**src/hdl/mec_cfg.svh**
```systemverilog
// constants of the 8-bit execution core: field positions, resets, timing
// assumes 16-bit instruction words and 8-bit data memory words
`ifndef MEC_CFG_SVH
`define MEC_CFG_SVH
// four system clocks per instruction cycle, phases 0..3
`define MEC_PH_FETCH 2'h0
`define MEC_PH_READ 2'h1
`define MEC_PH_EXEC 2'h2
`define MEC_PH_LAST 2'h3
`define MEC_OP_HI 15
`define MEC_OP_LO 11
`define MEC_BIT_HI 10
`define MEC_BIT_LO 8
`define MEC_IMM_BIT 9
`define MEC_MEM_BIT 8
`define MEC_PC_LOW_ADDR 8'h06
`define MEC_TBL_PAGE 3'h7
`define MEC_MISC_HALT 8'h00
`define MEC_MISC_WDT 8'h01
`define MEC_MISC_WDT1 8'h02
`define MEC_MISC_WDT2 8'h03
`define MEC_RST_PC 11'h000
`define MEC_RST_BYTE 8'h00
`define MEC_DEC_LIM 4'h9
`define MEC_DEC_LO 9'h006
`define MEC_DEC_HI 9'h060
`define MEC_STK_DEPTH 8
`endif

```
**src/hdl/mec_pkg.sv**
```systemverilog
// types of the 8-bit execution core: sequencer states and opcodes
// assumes mec_cfg.svh for field positions
package mec_pkg;
    typedef enum logic [2:0] {
        st_run = 3'b001,
        st_extra = 3'b010,
        st_halt = 3'b100
    } mec_state_t;
    typedef enum logic [4:0] {
        op_nop = 5'h00, op_xfer_to_acc = 5'h01, op_xfer_to_mem = 5'h02,
        op_xfer_imm = 5'h03, op_add = 5'h04, op_add_carry = 5'h05,
        op_subtract = 5'h06, op_sub_borrow = 5'h07, op_dec_adjust = 5'h08,
        op_and = 5'h09, op_or = 5'h0a, op_xor = 5'h0b, op_complement = 5'h0c,
        op_plus_one = 5'h0d, op_minus_one = 5'h0e, op_rot_right = 5'h0f,
        op_rot_right_c = 5'h10, op_rot_left = 5'h11, op_rot_left_c = 5'h12,
        op_bit_clear = 5'h13, op_bit_set = 5'h14, op_skip_zero = 5'h15,
        op_skip_bit_zero = 5'h16, op_skip_bit_set = 5'h17, op_jump = 5'h18,
        op_call = 5'h19, op_return = 5'h1a, op_table_read = 5'h1b,
        op_misc = 5'h1c
    } mec_op_t;
endpackage

```
**src/hdl/mec_core.sv**
```systemverilog
// 8-bit execution core: fetch, data memory access, alu, branch, watchdog
// assumes combinational-read program and data memories on clk_sys_i
// What this block does
// - every instruction cycle is four clocks; most instructions take one
// - jump, call, return and table read take two instruction cycles
// - writing the program counter low byte jumps and costs one extra cycle
// - skip costs one cycle, plus one more when the skip is taken
// - skips test a memory byte or one bit of it
// - call saves return point after itself; plain jump saves nothing
// - transfers: memory to acc, acc to memory, immediate to acc
// - add memory or immediate, optional carry, to acc or memory, four flags
// - subtract memory or immediate, optional borrow, to acc or memory
// - carry records sums above 255 and differences of 0 or more (no borrow)
// - decimal adjust corrects acc into memory, touching only carry
// - and, or, xor with memory or immediate change only zero
// - complement inverts a memory byte into memory or acc, zero only
// - plus or minus one on a memory byte, zero flag only
// - plain rotates wrap the end bit and leave flags alone
// - rotates through carry use carry as ninth bit, carry only
// - bit set and clear change only bit i of a memory byte
// - table read fetches program memory data into data memory
// - halt enters power down; watchdog clearing instructions exist
// - add with carry sums acc, memory byte and carry
// - both pre-clears back to back clear timeout and power-down flags
`timescale 1ns/10ps
`default_nettype none
`include "mec_cfg.svh"
module mec_core (
    input wire logic clk_sys_i,
    input wire logic rst_n_i,
    output logic [10:0] pmem_addr_o,
    input wire logic [15:0] pmem_data_i,
    output logic [7:0] dmem_addr_o,
    input wire logic [7:0] dmem_rdata_i,
    output logic [7:0] dmem_wdata_o,
    output logic dmem_we_o,
    output logic [7:0] acc_o,
    output logic zero_flag_o,
    output logic carry_flag_o,
    output logic half_carry_flag_o,
    output logic signed_range_exceed_flag_o,
    output logic [7:0] table_high_o,
    output logic power_down_o,
    input wire logic wake_i,
    input wire logic wdt_timeout_i,
    output logic wdt_clear_o,
    output logic timeout_flag_o,
    output logic power_down_flag_o
);
    // ****************************************
    // state and decode
    // ****************************************
    mec_pkg::mec_state_t st_ff, nxt_st;
    mec_pkg::mec_op_t op;
    logic [1:0] ph_ff;
    logic [15:0] ir_ff;
    logic [7:0] md_ff, acc_ff, res, bsel, tblh_ff, dwd_ff, dad_ff;
    logic z_ff, c_ff, hc_ff, sov_ff, c_new, cin, is_sub, imm, dst_m;
    logic [10:0] pc_ff, nxt_pc, tgt, stk_top, alu, pad_ff;
    logic [10:0] stk_ff [0:`MEC_STK_DEPTH-1];
    logic [2:0] sp_ff, bi;
    logic [8:0] d1, d2;
    logic ex, fetch, rd, tload, wr_a, wr_m, upd_z, upd_ar, skip, jump;
    logic push, pop, tbl, halt, w0, w1, w2, wclr, pc_low_hit, extra;
    logic dwe_ff, to_ff, pdf_ff, wclr_ff;
    logic [1:0] pre_ff;

    // sum or difference with nibble carry and signed overflow
    function automatic logic [10:0] arith(input logic [7:0] a,
        input logic [7:0] b, input logic ci, input logic sb);
        logic [7:0] bb;
        logic [8:0] s;
        logic [4:0] h;
        bb = sb ? ~b : b;
        s = {1'b0, a} + {1'b0, bb} + {8'h00, ci};
        h = {1'b0, a[3:0]} + {1'b0, bb[3:0]} + {4'h0, ci};
        return {(a[7] == bb[7]) && (s[7] != a[7]), h[4], s};
    endfunction

    assign op = mec_pkg::mec_op_t'(ir_ff[`MEC_OP_HI:`MEC_OP_LO]);
    assign bi = ir_ff[`MEC_BIT_HI:`MEC_BIT_LO];
    assign imm = ir_ff[`MEC_IMM_BIT];
    assign dst_m = ir_ff[`MEC_MEM_BIT] & ~imm;
    assign ex = (st_ff == mec_pkg::st_run) && (ph_ff == `MEC_PH_EXEC);
    assign fetch = (st_ff == mec_pkg::st_run) && (ph_ff == `MEC_PH_FETCH);
    assign rd = (st_ff == mec_pkg::st_run) && (ph_ff == `MEC_PH_READ);
    assign tload = (st_ff == mec_pkg::st_extra) && (ph_ff == `MEC_PH_FETCH)
        && (op == mec_pkg::op_table_read);
    assign is_sub = (op == mec_pkg::op_subtract) || (op == mec_pkg::op_sub_borrow);
    assign bsel = imm ? ir_ff[7:0] : md_ff;
    // carry in is the no-borrow sense
    assign cin = (op == mec_pkg::op_add_carry || op == mec_pkg::op_sub_borrow)
        ? c_ff : is_sub;
    assign stk_top = stk_ff[sp_ff - 3'h1];
    assign d1 = ((acc_ff[3:0] > `MEC_DEC_LIM) || hc_ff)
        ? {1'b0, acc_ff} + `MEC_DEC_LO : {1'b0, acc_ff};
    assign d2 = ((d1[7:4] > `MEC_DEC_LIM) || c_ff || d1[8])
        ? d1 + `MEC_DEC_HI : d1;

    // ****************************************
    // execute decode
    // ****************************************
    always_comb begin
        res = md_ff;
        wr_a = 1'b0;
        wr_m = 1'b0;
        upd_z = 1'b0;
        upd_ar = 1'b0;
        c_new = c_ff;
        skip = 1'b0;
        jump = 1'b0;
        push = 1'b0;
        pop = 1'b0;
        tbl = 1'b0;
        halt = 1'b0;
        w0 = 1'b0;
        w1 = 1'b0;
        w2 = 1'b0;
        tgt = ir_ff[10:0];
        alu = arith(acc_ff, bsel, cin, is_sub);
        case (op)
            mec_pkg::op_xfer_to_acc: wr_a = 1'b1;
            mec_pkg::op_xfer_to_mem: begin
                res = acc_ff;
                wr_m = 1'b1;
            end
            mec_pkg::op_xfer_imm: begin
                res = ir_ff[7:0];
                wr_a = 1'b1;
            end
            mec_pkg::op_add, mec_pkg::op_add_carry,
            mec_pkg::op_subtract, mec_pkg::op_sub_borrow: begin
                res = alu[7:0];
                upd_ar = 1'b1;
                wr_m = dst_m;
                wr_a = ~dst_m;
            end
            mec_pkg::op_dec_adjust: begin
                res = d2[7:0];
                c_new = c_ff | d2[8];
                wr_m = 1'b1;
            end
            mec_pkg::op_and, mec_pkg::op_or, mec_pkg::op_xor: begin
                res = (op == mec_pkg::op_and) ? (acc_ff & bsel)
                    : (op == mec_pkg::op_or) ? (acc_ff | bsel) : (acc_ff ^ bsel);
                upd_z = 1'b1;
                wr_m = dst_m;
                wr_a = ~dst_m;
            end
            mec_pkg::op_complement, mec_pkg::op_plus_one,
            mec_pkg::op_minus_one: begin
                res = (op == mec_pkg::op_complement) ? ~md_ff
                    : (op == mec_pkg::op_plus_one) ? md_ff + 8'h01 : md_ff - 8'h01;
                upd_z = 1'b1;
                wr_m = dst_m;
                wr_a = ~dst_m;
            end
            mec_pkg::op_rot_right, mec_pkg::op_rot_right_c,
            mec_pkg::op_rot_left, mec_pkg::op_rot_left_c: begin
                case (op)
                    mec_pkg::op_rot_right: res = {md_ff[0], md_ff[7:1]};
                    mec_pkg::op_rot_right_c: res = {c_ff, md_ff[7:1]};
                    mec_pkg::op_rot_left: res = {md_ff[6:0], md_ff[7]};
                    default: res = {md_ff[6:0], c_ff};
                endcase
                if (op == mec_pkg::op_rot_right_c) begin
                    c_new = md_ff[0];
                end
                if (op == mec_pkg::op_rot_left_c) begin
                    c_new = md_ff[7];
                end
                wr_m = dst_m;
                wr_a = ~dst_m;
            end
            mec_pkg::op_bit_clear, mec_pkg::op_bit_set: begin
                res[bi] = (op == mec_pkg::op_bit_set);
                wr_m = 1'b1;
            end
            mec_pkg::op_skip_zero: begin
                skip = (md_ff == 8'h00);
                wr_a = ir_ff[`MEC_MEM_BIT];
            end
            mec_pkg::op_skip_bit_zero: skip = ~md_ff[bi];
            mec_pkg::op_skip_bit_set: skip = md_ff[bi];
            // only call saves a return point
            mec_pkg::op_jump: jump = 1'b1;
            mec_pkg::op_call: begin
                jump = 1'b1;
                push = 1'b1;
            end
            mec_pkg::op_return: pop = 1'b1;
            // table read in the extra cycle
            mec_pkg::op_table_read: tbl = 1'b1;
            mec_pkg::op_misc: begin
                halt = (ir_ff[7:0] == `MEC_MISC_HALT);
                w0 = (ir_ff[7:0] == `MEC_MISC_WDT);
                w1 = (ir_ff[7:0] == `MEC_MISC_WDT1);
                w2 = (ir_ff[7:0] == `MEC_MISC_WDT2);
            end
            default: res = md_ff;
        endcase
    end

    // write to the pc low byte becomes a jump
    assign pc_low_hit = wr_m && (ir_ff[7:0] == `MEC_PC_LOW_ADDR);
    // pair must be consecutive, either order
    assign wclr = w0 || (w1 && pre_ff[1]) || (w2 && pre_ff[0]);
    assign extra = jump || skip || pop || tbl || pc_low_hit;

    always_comb begin
        if (skip) begin
            nxt_pc = pc_ff + 11'h002;
        end else if (pc_low_hit) begin
            nxt_pc = {pc_ff[10:8], res};
        end else if (jump) begin
            nxt_pc = tgt;
        end else if (pop) begin
            nxt_pc = stk_top;
        end else begin
            nxt_pc = pc_ff + 11'h001;
        end
    end

    always_comb begin
        nxt_st = st_ff;
        case (st_ff)
            mec_pkg::st_run: begin
                if (ex) begin
                    nxt_st = extra ? mec_pkg::st_extra
                        : halt ? mec_pkg::st_halt : mec_pkg::st_run;
                end
            end
            mec_pkg::st_extra: begin
                if (ph_ff == `MEC_PH_EXEC) begin
                    nxt_st = mec_pkg::st_run;
                end
            end
            mec_pkg::st_halt: begin
                if (wake_i || wdt_timeout_i) begin
                    nxt_st = mec_pkg::st_run;
                end
            end
            default: nxt_st = mec_pkg::st_run;
        endcase
    end

    // ****************************************
    // sequencer
    // ****************************************
    always_ff @(posedge clk_sys_i or negedge rst_n_i) begin
        if (!rst_n_i) begin
            st_ff <= mec_pkg::st_run;
            ph_ff <= `MEC_PH_FETCH;
        end else begin
            st_ff <= nxt_st;
            // phase forced to fetch while halted so wake resumes at a fetch
            ph_ff <= (st_ff == mec_pkg::st_halt) ? `MEC_PH_FETCH : ph_ff + 2'h1;
        end
    end

    always_ff @(posedge clk_sys_i or negedge rst_n_i) begin
        if (!rst_n_i) begin
            ir_ff <= 16'h0000;
            md_ff <= `MEC_RST_BYTE;
            dad_ff <= `MEC_RST_BYTE;
        end else begin
            if (fetch) begin
                ir_ff <= pmem_data_i;
                dad_ff <= pmem_data_i[7:0];
            end
            if (rd) begin
                md_ff <= dmem_rdata_i;
            end
        end
    end

    // ****************************************
    // accumulator and flags
    // ****************************************
    always_ff @(posedge clk_sys_i or negedge rst_n_i) begin
        if (!rst_n_i) begin
            acc_ff <= `MEC_RST_BYTE;
            {z_ff, c_ff, hc_ff, sov_ff} <= 4'h0;
        end else if (ex) begin
            if (wr_a) begin
                acc_ff <= res;
            end
            if (upd_z || upd_ar) begin
                z_ff <= (res == 8'h00);
            end
            if (upd_ar) begin
                c_ff <= alu[8];
                hc_ff <= alu[9];
                sov_ff <= alu[10];
            end else begin
                c_ff <= c_new;
            end
        end
    end

    // ****************************************
    // program counter and stack
    // ****************************************
    always_ff @(posedge clk_sys_i or negedge rst_n_i) begin
        if (!rst_n_i) begin
            pc_ff <= `MEC_RST_PC;
            sp_ff <= 3'h0;
        end else if (ex) begin
            pc_ff <= nxt_pc;
            if (push) begin
                sp_ff <= sp_ff + 3'h1;
            end else if (pop) begin
                sp_ff <= sp_ff - 3'h1;
            end
        end
    end

    // stack wraps silently when nested too deep
    always_ff @(posedge clk_sys_i) begin
        if (ex && push) begin
            stk_ff[sp_ff] <= pc_ff + 11'h001;
        end
    end

    // ****************************************
    // memory ports
    // ****************************************
    always_ff @(posedge clk_sys_i or negedge rst_n_i) begin
        if (!rst_n_i) begin
            pad_ff <= `MEC_RST_PC;
            dwd_ff <= `MEC_RST_BYTE;
            dwe_ff <= 1'b0;
            tblh_ff <= `MEC_RST_BYTE;
        end else begin
            dwe_ff <= (ex && wr_m && !pc_low_hit) || tload;
            if (ex) begin
                pad_ff <= tbl ? {`MEC_TBL_PAGE, acc_ff} : nxt_pc;
                dwd_ff <= res;
            end else if (tload) begin
                pad_ff <= pc_ff;
                dwd_ff <= pmem_data_i[7:0];
                tblh_ff <= pmem_data_i[15:8];
            end
        end
    end

    // ****************************************
    // watchdog and power-down flags
    // ****************************************
    always_ff @(posedge clk_sys_i or negedge rst_n_i) begin
        if (!rst_n_i) begin
            to_ff <= 1'b0;
            pdf_ff <= 1'b0;
            pre_ff <= 2'h0;
            wclr_ff <= 1'b0;
        end else begin
            wclr_ff <= ex && wclr;
            if (ex) begin
                pre_ff <= {w2, w1};
            end
            // a timeout in the clearing cycle still lands
            if (wdt_timeout_i) begin
                to_ff <= 1'b1;
            end else if (ex && (halt || wclr)) begin
                to_ff <= 1'b0;
            end
            if (ex && halt) begin
                pdf_ff <= 1'b1;
            end else if (ex && wclr) begin
                pdf_ff <= 1'b0;
            end
        end
    end

    assign pmem_addr_o = pad_ff;
    assign dmem_addr_o = dad_ff;
    assign dmem_wdata_o = dwd_ff;
    assign dmem_we_o = dwe_ff;
    assign acc_o = acc_ff;
    assign zero_flag_o = z_ff;
    assign carry_flag_o = c_ff;
    assign half_carry_flag_o = hc_ff;
    assign signed_range_exceed_flag_o = sov_ff;
    assign table_high_o = tblh_ff;
    assign power_down_o = st_ff[2];
    assign wdt_clear_o = wclr_ff;
    assign timeout_flag_o = to_ff;
    assign power_down_flag_o = pdf_ff;

    // ****************************************
    // checks
    // ****************************************
    logic [8:0] chk_sum;
    logic [7:0] rot_exp;
    assign chk_sum = {1'b0, acc_ff} + {1'b0, md_ff};
    assign rot_exp = {md_ff[0], md_ff[7:1]};
endmodule
`default_nettype wire

```
**config.mk**
```make
export PLATFORM = sky130hd
export DESIGN_NAME = mec_core
export DESIGN_NICKNAME = d
export VERILOG_FILES = /design/src/hdl/mec_pkg.sv /design/src/hdl/mec_core.sv
export VERILOG_INCLUDE_DIRS = /design/src /design/src/hdl
export SDC_FILE = /design/constraint.sdc
export NUM_CORES = 1
export LEC_CHECK = 0
export BUFFER_PORTS_ARGS = -buffer_cell sky130_fd_sc_hd__buf_4
export CELL_PAD_IN_SITES_DETAIL_PLACEMENT = 0
export CELL_PAD_IN_SITES_GLOBAL_PLACEMENT = 1
export CORE_UTILIZATION = 48
export CTS_CLUSTER_SIZE = 14
export DETAILED_ROUTE_END_ITERATION = 10
export MAX_ROUTING_LAYER = met4
export PLACE_DENSITY = 0.91
export RECOVER_POWER = 25
export SKIP_CTS_REPAIR_TIMING = 1
export SYNTH_ARGS = -nofsm -noshare
export SYNTH_HDL_FRONTEND = slang
export SYNTH_SLANG_ARGS = --single-unit
```
**constraint.sdc**
```tcl
create_clock -name clk_sys_i -period 5.6 [get_ports clk_sys_i]
set_input_delay 0.84 -clock clk_sys_i [delete_from_list [all_inputs] [get_ports clk_sys_i]]
set_output_delay 0.84 -clock clk_sys_i [all_outputs]
set_load 0.02 [all_outputs]
```
==> results.yml <==
run_status:
  outcome: "complete, but fails checks"
  failed_checks: "capacitance limit, slew limit"
run:
  drv_cap: 1
sta:
  slew_headroom: -0.1874
  tns_ns: 0
  setup_violations: 0
  tightestPinTransition_ns: 1.781
  whs_ns: 0.4730
  fmax_mhz: 229.1
  rsz0062_at_grt: "no"
  maxSlewViolCount: 71
  fin_ws_ns: 1.235
  min_period_ns: 4.365
  hold_viol: 0
  period_share: 0.7795
  finClkSkew_ns: 0.01599
floorplanning:
  pin_count: 80
  dieArea_sq_mm: 0.02352
  start_util: 0.4873
  num_rows: 55
  design.core.area_sq_mm: 0.02257
  fp.dieH_microns: 153.4
  die_x_microns: 153.4
detailed_routing:
  routed_wl_mm: 36.43
  drc: 0
  vias: 9398
  vias_per_cell: 6.595
  postRouteAntennaNets: 0
  wl_per_cell_microns: 25.57
  drt-initial-drc-count: 1235
  drt_first_pass_iters: 6
worst_setup_path:
  crit_path_end_kind: "flop"
  critPathMaxStageDelay_ns: 0.69
  crit_fanout: 23
  startpoint_type: "flop"
  critical_path.cell_chain: "or3b_2 > nor2_1 > buf_4 > xnor2_1 > fa_1 > fa_1 > a21o_1 > a21o_1 > and4b_1 > o21ai_0 > o311ai_1 > o32a_1 > o211ai_1 > nand2_1"
  crit_arrival_ns: 4.69
  crit_family: "compound AO/OA/AOI/OAI gates"
  critPathKind: "reg2reg"
  cp_data_required_time_ns: 5.92
  slowest_stage: "or3b_2"
  path_buf_inv: 1
cts:
  clockBufferDepth: 2
  htreeDepth: 4
  cts_tree: "built"
  clkSinkCount: 176
  cts_buffers: 17
  cts_root_buffer: "clkbuf_16"
  cts.clk_slew.worst_paths_ns: 0.09
  clk_latency_ns: 0.45
global_route:
  track_usage: 0.3250
  grt_overflow: 0
  grt_pass1_vias: 9093
  grt_max_degree: 71
  antenna_found_initial: 0
  grt_pass1_wl_mm: 55.88
place:
  dpl_cell_area_sq_mm: 0.01170
  dpl.hpwl_mm: 25.26
  portBuffers: 79
  pre_cts_ws_ns: 1.324
  gp_routability_congestion: 0.9879
synthesis:
  synth_top_cells_by_area: "edfxtp_1 (24%), dfrtp_1 (20%), nand2_1 (4.9%)"
  yosysSeqAreaShare: 0.4406
  synth_area_sq_mm: 0.01100
  synthCells: 1092
  synth_top_area_share: 0.2403
  ys_ff_latch: 176
  yosys.area.top_type: "edfxtp_1"
  ys_async_sr_fraction: 0.5000
  synth_warnings: 0
  synth_ff_type: "edfxtp_1"
  synthTopCellsByCount: "nand2_1 (144), edfxtp_1 (88), dfrtp_1 (87)"
  syn_avg_cell_area_sq_um: 10.07
  synth_nets: 1162
  synth_most_common_cell: "nand2_1"
  synthDistinctLibCells: 91
  synth_edf_count: 88
pwr:
  vdd_drop_max_uv: 333.4
  p_leak_uw: 0.004871
  p_per_area_mw_per_mm2: 644.6
  power_uw: 7937
layout:
  layout.nets: 1197
  drive_gt1_frac: 0.1728
  postLayoutCellArea_sq_mm: 0.01231
  fill_cells: 1978
  area_growth_pct: 11.97
  regArea_sq_mm: 0.004846
  n_antenna_cell: 0
  multiInputGateArea_sq_mm: 0.005587
hold_path:
  hold_path.class: "reg2reg"
==> power breakdown <==
group / switching [uW] / internal [uW] / total, uW
Sequential: 629 / 1720 / 2350
Clock: 623 / 617 / 1240
Combinational: 2690 / 1660 / 4350
Total: 3950 / 3990 / 7940
==> through the flow <==
step,utilization,std cells
after floorplan,-,1092
after global placement,0.5182,1393
after detailed placement,0.5182,1393
after CTS,0.5458,1425
after global routing,0.5456,1425
final,0.5456,1425
==> cell usage in the layout, fill, tap and decap left out, drive strengths merged, types with 10 or more instances in the layout <==
cell	instances
xnor2	31
mux2i	30
o21ai	62
mux2	20
buf	100
mux4	22
nand2	144
nor3	15
ha	39
and3	14
a21oi	51
dfrtp	87
edfxtp	88
a22oi	14
xor2	13
nor2b	11
a211oi	19
inv	46
or3	10
nand3	35
clkbuf	19
nor2	72
o22ai	14
==> routing by layer <==
layer,part of all wire,track usage
met5,0,-
met4,0.047,0.1510
met3,0.098,0.05671
met2,0.46,0.4842
met1,0.40,0.4328
==> cell families (layout without fill, tap and decap cells) <==
group                      count (synthesis)  in the layout  synth area share
muxes                                     72             72           0.09283
adders and majority gates                 42             42           0.04983
AOI/OAI and AO/OA                        261            261            0.1627
DFF                                      176            176            0.4406
xor gates and xnor gates                  44             44           0.03504
and+or+nand+nor                          373            373            0.1676
buffers and inverters                    124            172           0.05142
==> flip-flops by register name, summed over array words and instances, names as in the netlist <==
name	count
pc_ff	11
acc_o	8
signed_range_exceed_flag_o	1
ir_ff	16
sp_ff	3
wdt_clear_o	1
dmem_we_o	1
zero_flag_o	1
st_ff	3
power_down_flag_o	1
ph_ff	2
half_carry_flag_o	1
md_ff	8
pmem_addr_o	11
dmem_wdata_o	8
stk_ff	88
pre_ff	2
table_high_o	8
timeout_flag_o	1
carry_flag_o	1
==> cell type report <==
cell class	instances	share of cell area
clock buffers	17	0.03455
clock inverters	15	0.01605
inverters	38	0.01158
multi-input cells	792	0.4537
flip-flops and latches	176	0.3935
well taps	285	0.02896
repair buffers	102	0.06167
==> worst paths after layout <==
| check | startpoint | cells past startpoint | end | slack [ns] |
|---|---|---|---|---|
| min | ph_ff[0] | 1 | ph_ff[0] | 0.47 |
| min in group asynchronous | rst_n_i | 1 | carry_flag_o | 0.61 |
| max | ir_ff[14] | 14 | pc_ff[6] | 1.23 |
| max reg2reg | ir_ff[14] | 14 | pc_ff[6] | 1.23 |
| min reg2reg | ph_ff[0] | 1 | ph_ff[0] | 0.47 |
| max in group asynchronous | rst_n_i | 2 | pmem_addr_o[9] | 2.64 |
No activity file was read; power rests on OpenSTA's default activity.
